$ cat src/design/itc_pkg.sv
/*
  Shared constants and types of the instruction cycle timing model:
  operand kinds, instruction classes, the sequencer states and every
  clock-period and bus-cycle figure the model uses.
  Assumes one processor clock and an 8-bit data bus.
*/
package itc_pkg;

	localparam int ITC_CLK_W = 9;
	localparam int ITC_RD_W = 5;
	localparam int ITC_WR_W = 4;
	localparam int ITC_NMODES = 12;

	// Each byte-wide bus cycle spans this many clock periods
	localparam logic [1:0] ITC_BUS_LAST_PHASE = 2'h3;
	localparam logic [ITC_CLK_W-1:0] ITC_BUS_CLOCKS = 9'h004;

	typedef enum logic [3:0] {
		ITC_DATA_REGISTER_OPERAND,
		ITC_ADDRESS_REGISTER_OPERAND,
		ITC_INDIRECT,
		ITC_POSTINCREMENT,
		ITC_PREDECREMENT,
		ITC_DISPLACEMENT_INDIRECT,
		ITC_INDEX_REGISTER_INDIRECT,
		ITC_ABSOLUTE_SHORT,
		ITC_ABSOLUTE_LONG,
		ITC_PC_DISPLACEMENT,
		ITC_PC_INDEX,
		ITC_IMMEDIATE
	} itc_mode_type;

	typedef enum logic [1:0] {
		ITC_SIZE_BYTE,
		ITC_SIZE_WORD,
		ITC_SIZE_LONG
	} itc_size_type;

	typedef enum logic [3:0] {
		ITC_MOVE_LONG,
		ITC_STD_ALU,
		ITC_STD_CMP,
		ITC_EXCLUSIVE_OR_OP,
		ITC_SIGNED_MULTIPLY,
		ITC_UNSIGNED_MULTIPLY,
		ITC_SIGNED_DIVIDE,
		ITC_UNSIGNED_DIVIDE,
		ITC_IMM_ALU,
		ITC_IMM_CMP,
		ITC_QUICK,
		ITC_MOVE_QUICK
	} itc_class_type;

	typedef enum {
		ITC_IDLE,
		ITC_READ,
		ITC_WRITE,
		ITC_INTERNAL
	} itc_state_type;

	typedef struct packed {
		logic [ITC_CLK_W-1:0] clk;
		logic [ITC_RD_W-1:0] rd;
		logic [ITC_WR_W-1:0] wr;
	} itc_fig_type;

	// Effective-address figures per mode, index order of itc_mode_type
	localparam logic [ITC_CLK_W-1:0] ITC_EA_CLK_BYTE [ITC_NMODES] = '{9'h000, 9'h000,
		9'h004, 9'h004, 9'h006, 9'h00c, 9'h00e, 9'h00c, 9'h014, 9'h00c, 9'h00e, 9'h008};
	localparam logic [ITC_RD_W-1:0] ITC_EA_RD_BYTE [ITC_NMODES] = '{5'h00, 5'h00,
		5'h01, 5'h01, 5'h01, 5'h03, 5'h03, 5'h03, 5'h05, 5'h03, 5'h03, 5'h02};
	localparam logic [ITC_CLK_W-1:0] ITC_EA_CLK_WORD [ITC_NMODES] = '{9'h000, 9'h000,
		9'h008, 9'h008, 9'h00a, 9'h010, 9'h012, 9'h010, 9'h018, 9'h010, 9'h012, 9'h008};
	localparam logic [ITC_RD_W-1:0] ITC_EA_RD_WORD [ITC_NMODES] = '{5'h00, 5'h00,
		5'h02, 5'h02, 5'h02, 5'h04, 5'h04, 5'h04, 5'h06, 5'h04, 5'h04, 5'h02};
	localparam logic [ITC_CLK_W-1:0] ITC_EA_CLK_LONG [ITC_NMODES] = '{9'h000, 9'h000,
		9'h010, 9'h010, 9'h012, 9'h018, 9'h01a, 9'h018, 9'h020, 9'h018, 9'h01a, 9'h010};
	localparam logic [ITC_RD_W-1:0] ITC_EA_RD_LONG [ITC_NMODES] = '{5'h00, 5'h00,
		5'h04, 5'h04, 5'h04, 5'h06, 5'h06, 5'h06, 5'h08, 5'h06, 5'h06, 5'h04};

	// Long move: destination share added to base and source figures
	localparam itc_fig_type ITC_MOVEL_BASE = '{9'h008, 5'h02, 4'h0};
	localparam logic [ITC_CLK_W-1:0] ITC_MOVEL_DST_CLK [ITC_NMODES] = '{9'h000, 9'h000,
		9'h010, 9'h010, 9'h010, 9'h018, 9'h01a, 9'h018, 9'h020, 9'h000, 9'h000, 9'h000};
	localparam logic [ITC_RD_W-1:0] ITC_MOVEL_DST_RD [ITC_NMODES] = '{5'h00, 5'h00,
		5'h00, 5'h00, 5'h00, 5'h02, 5'h02, 5'h02, 5'h04, 5'h00, 5'h00, 5'h00};
	localparam logic [ITC_WR_W-1:0] ITC_MOVEL_DST_WR = 4'h4;

	// Standard instructions
	localparam itc_fig_type ITC_STD_DN_SHORT = '{9'h008, 5'h02, 4'h0};
	localparam itc_fig_type ITC_STD_DN_LONG = '{9'h00a, 5'h02, 4'h0};
	localparam itc_fig_type ITC_STD_DN_LONG_RI = '{9'h00c, 5'h02, 4'h0};
	localparam itc_fig_type ITC_EOR_DN_LONG = '{9'h00c, 5'h02, 4'h0};
	localparam itc_fig_type ITC_STD_AN_WORD = '{9'h00c, 5'h02, 4'h0};
	localparam itc_fig_type ITC_CMP_AN_WORD = '{9'h00a, 5'h02, 4'h0};
	localparam itc_fig_type ITC_STD_M_BYTE = '{9'h00c, 5'h02, 4'h1};
	localparam itc_fig_type ITC_STD_M_WORD = '{9'h010, 5'h02, 4'h2};
	localparam itc_fig_type ITC_STD_M_LONG = '{9'h018, 5'h02, 4'h4};
	localparam itc_fig_type ITC_MUL_BASE = '{9'h02a, 5'h02, 4'h0};
	localparam itc_fig_type ITC_SDIV_WORST = '{9'h0a2, 5'h02, 4'h0};
	localparam itc_fig_type ITC_UDIV_WORST = '{9'h090, 5'h02, 4'h0};

	// Immediate instructions
	localparam itc_fig_type ITC_IMM_DN_SHORT = '{9'h010, 5'h04, 4'h0};
	localparam itc_fig_type ITC_IMM_DN_LONG = '{9'h01c, 5'h06, 4'h0};
	localparam itc_fig_type ITC_CMPI_DN_LONG = '{9'h01a, 5'h06, 4'h0};
	localparam itc_fig_type ITC_IMM_M_BYTE = '{9'h014, 5'h04, 4'h1};
	localparam itc_fig_type ITC_IMM_M_WORD = '{9'h018, 5'h04, 4'h2};
	localparam itc_fig_type ITC_IMM_M_LONG = '{9'h028, 5'h06, 4'h4};
	localparam itc_fig_type ITC_CMPI_M_SHORT = '{9'h010, 5'h04, 4'h0};
	localparam itc_fig_type ITC_CMPI_M_LONG = '{9'h018, 5'h06, 4'h0};
	localparam itc_fig_type ITC_QUICK_SHORT = '{9'h008, 5'h02, 4'h0};
	localparam itc_fig_type ITC_QUICK_REG = '{9'h00c, 5'h02, 4'h0};

endpackage

$ cat src/design/itc_mul_count.sv
/*
  Multiply operand weight: number of ones for the unsigned form, number
  of 10/01 pairs in the source extended by a zero below it for the signed.
  Purely combinational; the caller registers what it needs.
*/
`timescale 1ns/1ps
module itc_mul_count (
	// Operand
	input wire logic [15:0] operand,
	input wire logic signedForm,
	// Weight
	output logic [4:0] weight
);
	import itc_pkg::*;

	logic [16:0] extended;

	always_comb begin
		extended = {operand, 1'b0};
		weight = 5'h00;
		for (int i = 0; i < 16; i++) begin
			if (signedForm) begin
				weight = weight + {4'h0, extended[i+1] ^ extended[i]};
			end else begin
				weight = weight + {4'h0, operand[i]};
			end
		end
	end

endmodule

$ cat src/design/itc_timing.sv
/*
  Instruction cycle timing model. A request names the instruction class,
  size and operand kinds; the block works out clock periods and bus
  read/write counts, then plays them out as 4-clock bus cycles.
  Assumes requests come from logic on sys_clk and are held only while start.
*/
`timescale 1ns/1ps
// Summary of operation
// - Long move totals cover instruction fetch, operand reads and operand writes.
// - Every timed instruction reports its bus read and write counts next to its clocks.
// - Standard instruction figures include operation, result store and next fetch.
// - Immediate figures include immediate fetch, operation, store and next fetch.
// - Marked entries add effective-address clocks and reads kind by kind; the effective address adds no writes.
// - Indexed forms take the same time whatever the index register size.
// - Long moves into indirect destinations take 40, 42 or 48 clocks by source.
// - Long moves to a data register take 34, 32 or 40 clocks by source, no writes.
// - Long moves to absolute long take 66, 64 or 72 clocks by source.
// - Multiply takes 42 plus twice the operand weight clocks.
// - A 10-clock long standard ALU op becomes 12 with register or immediate operand; compare stays at 10.
// - Exclusive-or into a data register accepts only a data register source.
// - Divide best and worst times differ by under ten percent.
module itc_timing (
	// Clock and reset
	input wire logic sys_clk,
	input wire logic sys_rst,
	// Request
	input wire logic start,
	input wire itc_pkg::itc_class_type opClass,
	input wire itc_pkg::itc_size_type opSize,
	input wire itc_pkg::itc_mode_type srcMode,
	input wire itc_pkg::itc_mode_type dstMode,
	input wire logic [15:0] mulOperand,
	output logic ready,
	// Figures
	output logic [itc_pkg::ITC_CLK_W-1:0] clocks,
	output logic [itc_pkg::ITC_RD_W-1:0] reads,
	output logic [itc_pkg::ITC_WR_W-1:0] writes,
	output logic illegal,
	output logic done,
	// Bus activity
	output logic busRead,
	output logic busWrite,
	output logic busy
);
	import itc_pkg::*;

	typedef struct packed {
		itc_state_type st;
		logic [1:0] phase;
		logic [ITC_RD_W-1:0] readsLeft;
		logic [ITC_WR_W-1:0] writesLeft;
		logic [ITC_CLK_W-1:0] idleLeft;
		logic [ITC_CLK_W-1:0] clocks;
		logic [ITC_RD_W-1:0] reads;
		logic [ITC_WR_W-1:0] writes;
		logic illegal;
		logic done;
		logic busRead;
		logic busWrite;
	} itc_regs_type;

	itc_regs_type r;
	itc_regs_type next_r;
	logic [4:0] mulWeight;
	itc_fig_type fig;
	logic bad;

	itc_mul_count mulCount (
		.operand(mulOperand),
		.signedForm(opClass == ITC_SIGNED_MULTIPLY),
		.weight(mulWeight)
	);

	function automatic itc_fig_type addFig(itc_fig_type a, itc_fig_type b);
		itc_fig_type s;
		s.clk = a.clk + b.clk;
		s.rd = a.rd + b.rd;
		s.wr = a.wr + b.wr;
		return s;
	endfunction

	// Index modes carry one figure; no index size enters the lookup
	function automatic itc_fig_type eaFig(itc_mode_type m, itc_size_type sz);
		itc_fig_type f;
		f.wr = '0;
		f.clk = (sz == ITC_SIZE_BYTE) ? ITC_EA_CLK_BYTE[m] :
			(sz == ITC_SIZE_WORD) ? ITC_EA_CLK_WORD[m] : ITC_EA_CLK_LONG[m];
		f.rd = (sz == ITC_SIZE_BYTE) ? ITC_EA_RD_BYTE[m] :
			(sz == ITC_SIZE_WORD) ? ITC_EA_RD_WORD[m] : ITC_EA_RD_LONG[m];
		return f;
	endfunction
	function automatic logic isReg(itc_mode_type m);
		return m == ITC_DATA_REGISTER_OPERAND || m == ITC_ADDRESS_REGISTER_OPERAND;
	endfunction
	function automatic logic notWritable(itc_mode_type m);
		return m == ITC_PC_DISPLACEMENT || m == ITC_PC_INDEX || m == ITC_IMMEDIATE;
	endfunction

	// Figures of the requested instruction
	always_comb begin
		itc_fig_type base;
		itc_fig_type ea;
		itc_fig_type dst;
		base = '0;
		dst = '0;
		bad = 1'b0;
		ea = eaFig(srcMode, opSize);
		unique case (opClass)
			ITC_MOVE_LONG: begin
				// Base fetch, long source read, destination write share
				ea = eaFig(srcMode, ITC_SIZE_LONG);
				dst.clk = ITC_MOVEL_DST_CLK[dstMode];
				dst.rd = ITC_MOVEL_DST_RD[dstMode];
				dst.wr = isReg(dstMode) ? '0 : ITC_MOVEL_DST_WR;
				base = addFig(ITC_MOVEL_BASE, dst);
				bad = notWritable(dstMode);
			end
			ITC_STD_ALU, ITC_STD_CMP, ITC_EXCLUSIVE_OR_OP: begin
				if (dstMode == ITC_DATA_REGISTER_OPERAND) begin
					if (opSize != ITC_SIZE_LONG) begin
						base = ITC_STD_DN_SHORT;
					end else if (opClass == ITC_EXCLUSIVE_OR_OP) begin
						base = ITC_EOR_DN_LONG;
					end else if (opClass == ITC_STD_ALU &&
						(isReg(srcMode) || srcMode == ITC_IMMEDIATE)) begin
						base = ITC_STD_DN_LONG_RI;
					end else begin
						base = ITC_STD_DN_LONG;
					end
					bad = opClass == ITC_EXCLUSIVE_OR_OP &&
						srcMode != ITC_DATA_REGISTER_OPERAND;
				end else if (dstMode == ITC_ADDRESS_REGISTER_OPERAND) begin
					if (opSize == ITC_SIZE_WORD) begin
						base = (opClass == ITC_STD_CMP) ? ITC_CMP_AN_WORD : ITC_STD_AN_WORD;
					end else if (opClass == ITC_STD_ALU && (isReg(srcMode) ||
						srcMode == ITC_IMMEDIATE)) begin
						base = ITC_STD_DN_LONG_RI;
					end else begin
						base = ITC_STD_DN_LONG;
					end
					bad = opSize == ITC_SIZE_BYTE || opClass == ITC_EXCLUSIVE_OR_OP;
				end else begin
					// Register source, memory destination: the destination is the ea
					ea = eaFig(dstMode, opSize);
					unique case (opSize)
						ITC_SIZE_BYTE: base = ITC_STD_M_BYTE;
						ITC_SIZE_WORD: base = ITC_STD_M_WORD;
						default: base = ITC_STD_M_LONG;
					endcase
					bad = opClass == ITC_STD_CMP || notWritable(dstMode) || !isReg(srcMode);
				end
			end
			ITC_SIGNED_MULTIPLY, ITC_UNSIGNED_MULTIPLY: begin
				ea = eaFig(srcMode, ITC_SIZE_WORD);
				base = ITC_MUL_BASE;
				base.clk = ITC_MUL_BASE.clk + {3'h0, mulWeight, 1'b0};
				bad = dstMode != ITC_DATA_REGISTER_OPERAND;
			end
			ITC_SIGNED_DIVIDE, ITC_UNSIGNED_DIVIDE: begin
				// Worst case stands for every operand: the spread is small
				ea = eaFig(srcMode, ITC_SIZE_WORD);
				base = (opClass == ITC_SIGNED_DIVIDE) ? ITC_SDIV_WORST : ITC_UDIV_WORST;
				bad = dstMode != ITC_DATA_REGISTER_OPERAND;
			end
			ITC_IMM_ALU, ITC_IMM_CMP: begin
				if (dstMode == ITC_DATA_REGISTER_OPERAND) begin
					ea = '0;
					base = (opSize != ITC_SIZE_LONG) ? ITC_IMM_DN_SHORT :
						(opClass == ITC_IMM_CMP) ? ITC_CMPI_DN_LONG : ITC_IMM_DN_LONG;
				end else begin
					ea = eaFig(dstMode, opSize);
					if (opClass == ITC_IMM_CMP) begin
						base = (opSize == ITC_SIZE_LONG) ? ITC_CMPI_M_LONG : ITC_CMPI_M_SHORT;
					end else begin
						unique case (opSize)
							ITC_SIZE_BYTE: base = ITC_IMM_M_BYTE;
							ITC_SIZE_WORD: base = ITC_IMM_M_WORD;
							default: base = ITC_IMM_M_LONG;
						endcase
					end
					bad = dstMode == ITC_ADDRESS_REGISTER_OPERAND || notWritable(dstMode);
				end
			end
			ITC_QUICK: begin
				ea = '0;
				if (dstMode == ITC_DATA_REGISTER_OPERAND) begin
					base = (opSize == ITC_SIZE_LONG) ? ITC_QUICK_REG : ITC_QUICK_SHORT;
				end else if (dstMode == ITC_ADDRESS_REGISTER_OPERAND) begin
					base = ITC_QUICK_REG;
					bad = opSize == ITC_SIZE_BYTE;
				end else begin
					ea = eaFig(dstMode, opSize);
					unique case (opSize)
						ITC_SIZE_BYTE: base = ITC_STD_M_BYTE;
						ITC_SIZE_WORD: base = ITC_STD_M_WORD;
						default: base = ITC_STD_M_LONG;
					endcase
					bad = notWritable(dstMode);
				end
			end
			ITC_MOVE_QUICK: begin
				ea = '0;
				base = ITC_QUICK_SHORT;
				bad = dstMode != ITC_DATA_REGISTER_OPERAND;
			end
			default: begin
				ea = '0;
				bad = 1'b1;
			end
		endcase
		fig = addFig(base, ea);
	end

	// Sequencer: reads, then writes, then the remaining internal clocks
	always_comb begin
		logic [ITC_CLK_W-1:0] busClocks;
		busClocks = ITC_BUS_CLOCKS * ({4'h0, fig.rd} + {5'h00, fig.wr});
		next_r = r;
		next_r.done = 1'b0;
		next_r.busRead = 1'b0;
		next_r.busWrite = 1'b0;
		unique case (r.st)
			ITC_IDLE: begin
				if (start) begin
					next_r.illegal = bad;
					next_r.clocks = bad ? '0 : fig.clk;
					next_r.reads = bad ? '0 : fig.rd;
					next_r.writes = bad ? '0 : fig.wr;
					next_r.readsLeft = fig.rd;
					next_r.writesLeft = fig.wr;
					// Tables never undercut their bus time; clamp guards odd requests
					next_r.idleLeft = (fig.clk > busClocks) ? fig.clk - busClocks : '0;
					next_r.phase = '0;
					if (bad) begin
						next_r.done = 1'b1;
					end else if (fig.rd != '0) begin
						next_r.st = ITC_READ;
						next_r.busRead = 1'b1;
					end else if (fig.wr != '0) begin
						next_r.st = ITC_WRITE;
						next_r.busWrite = 1'b1;
					end else if (next_r.idleLeft != '0) begin
						next_r.st = ITC_INTERNAL;
					end else begin
						next_r.done = 1'b1;
					end
				end
			end
			ITC_READ, ITC_WRITE: begin
				next_r.phase = r.phase + 2'h1;
				if (r.phase == ITC_BUS_LAST_PHASE) begin
					next_r.readsLeft = r.readsLeft - {4'h0, r.st == ITC_READ};
					next_r.writesLeft = r.writesLeft - {3'h0, r.st == ITC_WRITE};
					if (r.st == ITC_READ && r.readsLeft > 5'h01) begin
						next_r.busRead = 1'b1;
					end else if (r.writesLeft > ((r.st == ITC_WRITE) ? 4'h1 : 4'h0)) begin
						next_r.st = ITC_WRITE;
						next_r.busWrite = 1'b1;
					end else if (r.idleLeft != '0) begin
						next_r.st = ITC_INTERNAL;
					end else begin
						next_r.st = ITC_IDLE;
						next_r.done = 1'b1;
					end
				end
			end
			ITC_INTERNAL: begin
				next_r.idleLeft = r.idleLeft - 9'h001;
				if (r.idleLeft == 9'h001) begin
					next_r.st = ITC_IDLE;
					next_r.done = 1'b1;
				end
			end
		endcase
	end

	always_ff @(posedge sys_clk) begin
		if (sys_rst) begin
			r <= '{st: ITC_IDLE, default: '0};
		end else begin
			r <= next_r;
		end
	end

	assign ready = r.st == ITC_IDLE;
	assign busy = r.st != ITC_IDLE;
	assign clocks = r.clocks;
	assign reads = r.reads;
	assign writes = r.writes;
	assign illegal = r.illegal;
	assign done = r.done;
	assign busRead = r.busRead;
	assign busWrite = r.busWrite;

endmodule

$ cat config.mk
export PLATFORM = sky130hd
export DESIGN_NAME = itc_timing
export DESIGN_NICKNAME = d
export VERILOG_FILES = /design/src/design/itc_pkg.sv /design/src/design/itc_mul_count.sv /design/src/design/itc_timing.sv
export SDC_FILE = /design/constraint.sdc
export NUM_CORES = 1
export LEC_CHECK = 0
export BUFFER_PORTS_ARGS = -buffer_cell sky130_fd_sc_hd__clkbuf_2
export CORE_MARGIN = 3
export CORE_UTILIZATION = 54
export DETAILED_ROUTE_END_ITERATION = 8
export PLACE_DENSITY = 0.74
export SYNTH_ARGS = -nofsm -noshare
export SYNTH_HDL_FRONTEND = slang
export SYNTH_SLANG_ARGS = --single-unit
$ cat constraint.sdc
create_clock -name sys_clk -period 11.89 [get_ports sys_clk]
set_input_delay 0.5945 -clock sys_clk [delete_from_list [all_inputs] [get_ports sys_clk]]
set_output_delay 0.5945 -clock sys_clk [all_outputs]
set_load 0.03 [all_outputs]
==> results_dict.tcl, run 1 <==
set metrics [dict create \
    synth-seq-cells 42 \
    swShare 0.531 \
    viasPerCell 6.03 \
    switchingPower_w 0.00105 \
    cp-end-kind "flop" \
    worst_pin_slew_ns 0.948 \
    syn_avg_cell_area_um2 7.23 \
    fillCellCount 935 \
    fmax_mhz 91.6 \
    firstDrtPassIters 5 \
    first_iter_violations 393 \
    async_reset_ff_frac 0 \
    crit_path_start_kind "input port" \
    drive_above_1_share 0.0939 \
    finalPower_w 0.00198 \
    rows 36 \
    multi_input_area_um2 4310 \
    setup_tns_ns 0 \
    fin_crit_ns 10.91 \
    hold_viol 0 \
    cts.htree.levels 2 \
    holdWs_ns 0.454 \
    path_delay_family "adder cells" \
    ir_drop_uv 184 \
    synthCells 769 \
    grt_pass1_wl_um 24000 \
    cp_data_arrival_time_ns 11.12 \
    antenna_left 0 \
    worst-path-buf-inv 6 \
    root_buffer "clkbuf_8" \
    place_congestion 0.951 \
    io_buffers 54 \
    drv.max_cap_violation_count 0 \
    synth_warnings 0 \
    holdCritPathClass "reg -> reg" \
    yosysSeqAreaShare 0.151 \
    slew_headroom 0.364 \
    diodes 0 \
    synth.distinct_cells 67 \
    wl_per_cell_um 15.7 \
    ff_latch_area_um2 841 \
    worst_slack_ns 0.975 \
    cts_tree "yes" \
    grt_setup_unrepaired "false" \
    place_ws_ns 0.937 \
    globalRoute.totalOverflow 0 \
    netlist_area_um2 5560 \
    cts_resized 0 \
    wl_um 14500 \
    pwr-share-clk 0.058 \
    grt_pass1_vias 5074 \
    grt_max_degree 41 \
    die_y_um 107 \
    fin_crit_sh 0.918 \
    status "complete, no violations" \
    initial_core_util 0.561 \
    track_usage 0.253 \
    finish.utilization 0.594 \
    dominantRegCellSynth "dfxtp_1" \
    pin_count 57 \
    die_area_um2 11500 \
    share_comb_of_total_power 0.842 \
    synth_edf_count 0 \
    finClkSkew_ns 0.00859 \
    slew_viol_final 0 \
    leakage_nw 2.53 \
    cp_max_fo 18 \
    critPathKind "in -> reg" \
    layout_common_cells "93 x nand2_1, 72 x nor2_1, 71 x ha_1, 61 x a21oi_1, 54 x clkbuf_2" \
    clock_latency_ns 0.30 \
    clockBufferDepth 2 \
    syn_to_final_growth_pct 5.90 \
    power_frac_seq 0.100 \
    post_cts.repair.setup_buffers 0 \
    final_common_cell "nand2_1" \
    nets 896 \
    drcViolationCount 0 \
    cp_slowest_cell "fa_1" \
    cts_hold_repair.buffers 0 \
    cp_slowest_stage_delay_ns 0.48 \
    hpwl_um 11400 \
    coreArea_um2 9910 \
    intPower_w 0.000927 \
    die_w_um 107 \
    worstPathRequired_ns 12.09 \
    clkTransAtPathRegs_ns 0.09 \
    cts_made_buffers 5 \
    worst_path_most_repeated_cell "ha_1" \
    power_density_nw_per_um2 336 \
    cts.sinks 42 \
    vias 5554 \
    final-setup-viol-count 0 \
    grt_antenna_before_repair 0 \
]
## per-stage QoR
stage                     cells  area [um2]
final                       921        5890
after global routing        921        5890
after CTS                   921        5890
after detailed placement    913        5780
after global placement      913        5780
after floorplan             771        5570
## tightest hold or removal path, delay by kind of cell (launching register included)
kind,cells,cell delay [ns]
AO/OA/AOI/OAI,1,0.05
AND/OR/NAND/NOR,1,0.05
flip-flops,1,0.31
## synth_stat cells, types with 5 or more instances
cell type / count / share of area
o21ai_0: 45 / 0.041
clkbuf_1: 28 / 0.019
a22oi_1: 13 / 0.018
o211ai_1: 6 / 0.0081
inv_1: 42 / 0.028
and3_1: 5 / 0.0056
and2_1: 8 / 0.0090
a211oi_1: 12 / 0.016
buf_4: 18 / 0.024
dfxtp_1: 42 / 0.15
nand2b_1: 6 / 0.0068
a31oi_1: 9 / 0.010
fa_1: 5 / 0.018
nor3b_1: 6 / 0.0081
nor3_1: 26 / 0.023
o22ai_1: 12 / 0.014
xnor2_1: 38 / 0.060
ha_1: 71 / 0.16
o21a_1: 6 / 0.0081
nand2_1: 93 / 0.063
a21o_1: 9 / 0.012
nand3_1: 23 / 0.021
nor2_1: 72 / 0.049
nor2b_1: 12 / 0.014
or3_1: 9 / 0.010
xor2_1: 15 / 0.024
a21oi_1: 61 / 0.055
## power groups by stage
stage / clock, W / sequential, W / combinational (W)
global placement: 0 / 0.000199 / 0.00157
global route: 0.000121 / 0.000202 / 0.00185
detailed placement: 0 / 0.000200 / 0.00163
CTS: 0.000115 / 0.000198 / 0.00165
floorplan: 0 / 0.000197 / 0.00135
finish: 0.000114 / 0.000198 / 0.00167
## final cells by class
cell class / instances / area share
timing repair buffer: 58 / 0.0510
sequential: 42 / 0.143
multi-input combinational: 637 / 0.732
tap: 133 / 0.0283
clock inverter: 1 / 0.00510
inverter: 43 / 0.0274
clock buffer: 7 / 0.0130
## state kept, by name, indices dropped and copies added (netlist names)
name	count
busWrite	1
done	1
busRead	1
clocks	8
r	22
reads	5
illegal	1
writes	3
## per-layer routing
layer / up-vias / share of wire / global-route usage
met5: - / 0 / 0
met4: 0 / 0.024 / 0.0775
met3: 31 / 0.064 / 0.0384
met2: 208 / 0.45 / 0.401
met1: 2557 / 0.46 / 0.353
li1: 2758 / - / -
## logic make-up after synthesis
group | Yosys count | share of synthesized area
mux | 4 | 0.00720
buf+inv | 92 | 0.0745
flops | 42 | 0.151
fa+ha+maj | 77 | 0.180
compound gates | 217 | 0.251
other cells | 1 | 0.000675
xor+xnor | 60 | 0.107
simple gates | 276 | 0.230
## final timing paths
path                               start  cells after the start                endpoint  slack, ns
setup / recovery              opClass[3]                     43      r[43]$_SDFFE_PP0P_       0.98
hold / removal    clocks[5]$_SDFFE_PP0P_                      2  clocks[5]$_SDFFE_PP0P_       0.45
setup reg to reg      r[43]$_SDFFE_PP0P_                      7      r[24]$_SDFFE_PP0P_       9.09
hold reg to reg   clocks[5]$_SDFFE_PP0P_                      2  clocks[5]$_SDFFE_PP0P_       0.45
(Power assumes the default switching activity.)
==> run 2, diff against run 1 <==
clock period = 10.7 ns   (was 11.89 ns; I/O delays follow)
==> results_dict.tcl, run 2 (synthesized netlist as in run 1, its figures left out) <==
set metrics [dict create \
    fin_crit_ns 10.01 \
    worstPathRequired_ns 10.90 \
    grt_setup_unrepaired "false" \
    top_layer_used "met4" \
    cts_made_buffers 5 \
    cts_hold_repair.buffers 0 \
    grt_pass1_wl_um 23900 \
    ir_drop_uv 224 \
    globalRoute.totalOverflow 0 \
    nets 899 \
    rows 36 \
    clockBufferDepth 2 \
    cts.sinks 42 \
    grt_pass1_vias 5138 \
    first_iter_violations 387 \
    hpwl_um 11300 \
    worst_path_most_repeated_cell "ha_1" \
    wl_per_cell_um 15.5 \
    wl_um 14300 \
    cp_slowest_cell "fa_1" \
    wl_met1_um 6770 \
    die_y_um 107 \
    fin_crit_sh 0.936 \
    cts_tree "yes" \
    firstDrtPassIters 5 \
    final_common_cell "nand2_1" \
    layout_common_cells "93 x nand2_1, 72 x nor2_1, 71 x ha_1, 61 x a21oi_1, 54 x clkbuf_2" \
    track_usage 0.247 \
    worst_slack_ns 0.685 \
    critPathKind "in -> reg" \
    setup_tns_ns 0 \
    cp_max_fo 4 \
    drive_above_1_share 0.104 \
    io_buffers 54 \
    worst_pin_slew_ns 1.12 \
    regMostFlops "r" \
    hold_viol 0 \
    place_ws_ns 0.135 \
    coreArea_um2 9910 \
    viasPerCell 5.97 \
    grt_antenna_before_repair 0 \
    fmax_mhz 99.9 \
    finClkSkew_ns 0.00715 \
    drcViolationCount 0 \
    drv.max_cap_violation_count 0 \
    cp_slowest_stage_delay_ns 0.48 \
    grt_max_degree 41 \
    crit_path_start_kind "input port" \
    pin_count 57 \
    clock_latency_ns 0.30 \
    power_density_nw_per_um2 372 \
    diodes 0 \
    dr_wl_met3_um 755 \
    die_area_um2 11500 \
    root_buffer "clkbuf_8" \
    die_w_um 107 \
    cp-end-kind "flop" \
    slew_headroom 0.252 \
    place_congestion 1.00 \
    fillCellCount 939 \
    largest_register_ffs 22 \
    slew_viol_final 0 \
    status "complete, no violations" \
    syn_to_final_growth_pct 6.30 \
    vias 5513 \
    cp_data_arrival_time_ns 10.21 \
    antenna_left 0 \
    final-setup-viol-count 0 \
    holdCritPathClass "reg -> reg" \
    cts.htree.levels 2 \
    initial_core_util 0.561 \
    leakage_nw 2.54 \
    clkTransAtPathRegs_ns 0.09 \
    wl_met2_um 6520 \
]
run 2: power by group:
group | switching, W | internal (W)
Sequential | 0.0000274 | 0.000192
Combinational | 0.00110 | 0.000772
Clock | 0.0000587 | 0.0000459
run 2: worst paths after layout:
check / start / to / slack [ns] / cells past startpoint
worst max register to register: r[42]$_SDFFE_PP0P_ / r[34]$_SDFFE_PP0P_ / 7.69 / 8
worst min register to register: writes[0]$_SDFFE_PP0P_ / writes[0]$_SDFFE_PP0P_ / 0.46 / 2
worst max-delay path: opClass[3] / r[43]$_SDFFE_PP0P_ / 0.69 / 40
worst min-delay path: writes[0]$_SDFFE_PP0P_ / writes[0]$_SDFFE_PP0P_ / 0.46 / 2
run 2: cell type report:
class	instances	area, um2	area share
well taps	133	166	0.0282
clock inverters	3	21.3	0.00360
repair buffers	61	323	0.0546
clock buffers	5	68.8	0.0116
multi-input cells	637	4330	0.732
flip-flops and latches	42	841	0.142
inverters	43	161	0.0273
run 2: layer usage:
metal / GRT usage / vias to the layer above
li1: - / 2766
met1: 0.347 / 2517
met2: 0.408 / 202
met3: 0.0270 / 28
met4: 0.0559 / 0
met5: 0 / -
run 2: worst max-delay path, delay by kind of cell:
family                   cells  cell delay, ns
adder cells (fa/ha/maj)     17            5.51
buffers and inverters        4            0.31
XOR/XNOR                     6            1.31
AO/OA/AOI/OAI                9            2.13
AND/OR/NAND/NOR              4            0.44
run 2: stage by stage:
stage | power (W) | cell area, um2 | std cells | utilization | hold slack (ns)
6_report | 0.00220 | 5910 | 924 | 0.596 | 0.460
5_1_grt | 0.00241 | 5910 | 924 | 0.596 | 0.485
4_1_cts | 0.00215 | 5890 | 924 | 0.595 | 0.465
3_5_place_dp | 0.00203 | 5800 | 916 | 0.586 | 0.454
3_3_place_gp | 0.00196 | 5800 | 916 | 0.586 | 0.442
2_1_floorplan | 0.00172 | 5570 | 771 | - | 0.432
run 2: timing repair:
item                                   in CTS  in global routing
setup endpoints to repair                   0                  2
gates resized for setup                     0                  4
endpoints found under the hold margin       0                  0
setup buffers                               0                  0
==> run 3, diff against run 2 <==
SYNTH_HIERARCHICAL = 1   (was not set)
==> results_dict.tcl, run 3 <==
set metrics [dict create \
    initial_core_util 0.559 \
    cts.htree.levels 2 \
    grt_pass1_wl_um 24500 \
    grt_max_degree 43 \
    holdPathStages 2 \
    syn_avg_cell_area_um2 7.64 \
    min_from "writes[1]$_SDFFE_PP0P_" \
    wl_per_cell_um 15.8 \
    regMostFlops "r" \
    cts_hold_repair.buffers 0 \
    finalPower_w 0.00247 \
    antenna_left 0 \
    synthCells 759 \
    yosysMostFrequentCell "nand2_1" \
    hold_path_end "writes[1]$_SDFFE_PP0P_" \
    async_reset_ff_frac 0 \
    die_y_um 110 \
    r2r-start "r[42]$_SDFFE_PP0P_" \
    cp_max_fo 5 \
    dominantRegCellSynth "dfxtp_1" \
    first_iter_violations 386 \
    status "complete, no violations" \
    drv.max_cap_violation_count 0 \
    r2r_setup_slack_ns 7.88 \
    slew_headroom 0.339 \
    synth_warnings 6 \
    power_density_nw_per_um2 383 \
    worst_pin_slew_ns 0.985 \
    coreArea_um2 10400 \
    holdWs_ns 0.455 \
    fmax_mhz 97.5 \
    layout_common_cells "80 x nand2_1, 60 x nor2_1, 59 x ha_1, 54 x clkbuf_2, 49 x a21oi_1" \
    firstDrtPassIters 5 \
    critPathKind "in -> reg" \
    track_usage 0.248 \
    grt_antenna_before_repair 0 \
    viasPerCell 6.03 \
    pin_count 57 \
    leakage_nw 2.69 \
    worst_path_most_repeated_cell "ha_1" \
    nets 908 \
    cp_slowest_cell "or4b_2" \
    clkTransAtPathRegs_ns 0.09 \
    synth-seq-cells 42 \
    drive_above_1_share 0.191 \
    holdCritPathClass "reg -> reg" \
    drcViolationCount 0 \
    cp_slowest_stage_delay_ns 0.68 \
    vias 5677 \
    clock_latency_ns 0.30 \
    cts.sinks 42 \
    hold_viol 0 \
    final-setup-viol-count 0 \
    synth_area_leaders "dfxtp_1 15%, ha_1 14%, xnor2_1 6.0%" \
    largest_register_ffs 22 \
    ir_drop_uv 238 \
    io_buffers 54 \
    synth.distinct_cells 93 \
    synth_edf_count 0 \
    worstPathRequired_ns 10.85 \
    place_congestion 0.920 \
    cts_tree "yes" \
    globalRoute.totalOverflow 0 \
    clockBufferDepth 2 \
    die_area_um2 12000 \
    fin_crit_ns 10.25 \
    wl_um 14900 \
    final_common_cell "nand2_1" \
    fin_crit_sh 0.958 \
    yosys.area.top_type "dfxtp_1" \
    synth_top_area_share 0.145 \
    slew_viol_final 0 \
    crit_path_start_kind "input port" \
    root_buffer "clkbuf_8" \
    finish.utilization 0.622 \
    final_cell_area_um2 6450 \
    synth_common_cells "81 x nand2_1, 66 x ha_1, 61 x nor2_1" \
    diodes 0 \
    finClkSkew_ns 0.00676 \
    cts_made_buffers 5 \
    setup.worst_path.start "opClass[0]" \
    placed_area_um2 6260 \
    r2r_cells 7 \
    cp-end-kind "flop" \
    yosysSeqAreaShare 0.145 \
    rows 37 \
    grt_pass1_vias 5293 \
    timing.rr.end "r[24]$_SDFFE_PP0P_" \
    netlist_area_um2 5800 \
    hpwl_um 11600 \
    syn_to_final_growth_pct 11.3 \
    cp_data_arrival_time_ns 10.41 \
    die_w_um 110 \
]
[run 3: cell type report]
cell class	instances	area, um2
Multi-Input combinational cell	634	4710
Fill cell	930	3920
Sequential cell	42	841
Timing Repair Buffer	86	510
Tap cell	136	170
Inverter	35	133
Clock buffer	5	68.8
Clock inverter	3	23.8
[run 3: cell families after synthesis]
group | share of synthesized area
AND/OR/NAND/NOR | 0.236
AO/OA/AOI/OAI | 0.245
buffers and inverters | 0.0689
adder cells (fa/ha/maj) | 0.167
XOR/XNOR | 0.121
flip-flops | 0.145
multiplexers | 0.0166
other | 0.000647
[run 3: worst max path at each step]
stage | to | cells past startpoint
finish | r[43]$_SDFFE_PP0P_ | 40
CTS | r[43]$_SDFFE_PP0P_ | 41
floorplan | r[42]$_SDFFE_PP0P_ | 40
global placement | r[42]$_SDFFE_PP0P_ | 40
global route | r[42]$_SDFFE_PP0P_ | 40
detailed placement | r[42]$_SDFFE_PP0P_ | 41
[run 3: per-layer routing]
metal  GRT usage  part of all wire  vias up
li1            -                 -     2805
met1       0.338              0.46     2667
met2       0.421              0.47      191
met3      0.0358             0.060       14
met4      0.0463            0.0090        0
met5           0                 0        -
[run 3: power breakdown]
part	leakage (nW)	internal (W)	switching, W	total [W]
registers	0.342	0.000191	0.0000301	0.000221
clock network	0.0408	0.0000468	0.0000638	0.000111
logic	2.31	0.000990	0.00115	0.00214
[run 3: through the flow]
step                setup TNS (ns)  instances  setup slack [ns]
floorplan                        0        761            0.0310
global placement                 0        933            0.0200
detailed placement          -0.635        933            -0.253
CTS                              0        941            0.0297
global route               -0.0141        941           -0.0108
finish                           0        941             0.448
[run 3: critical path, delay by kind of cell]
kind	cells	cell delay (ns)
buf+inv	4	0.26
fa+ha+maj	20	6.08
simple gates	5	1.61
compound gates	10	1.77
xor+xnor	1	0.14
[run 3: what timing repair did]
action                                  4_1_cts  5_1_grt
resized for setup                             0       19
endpoints found under the setup margin        0        3
buffers inserted                              0        0
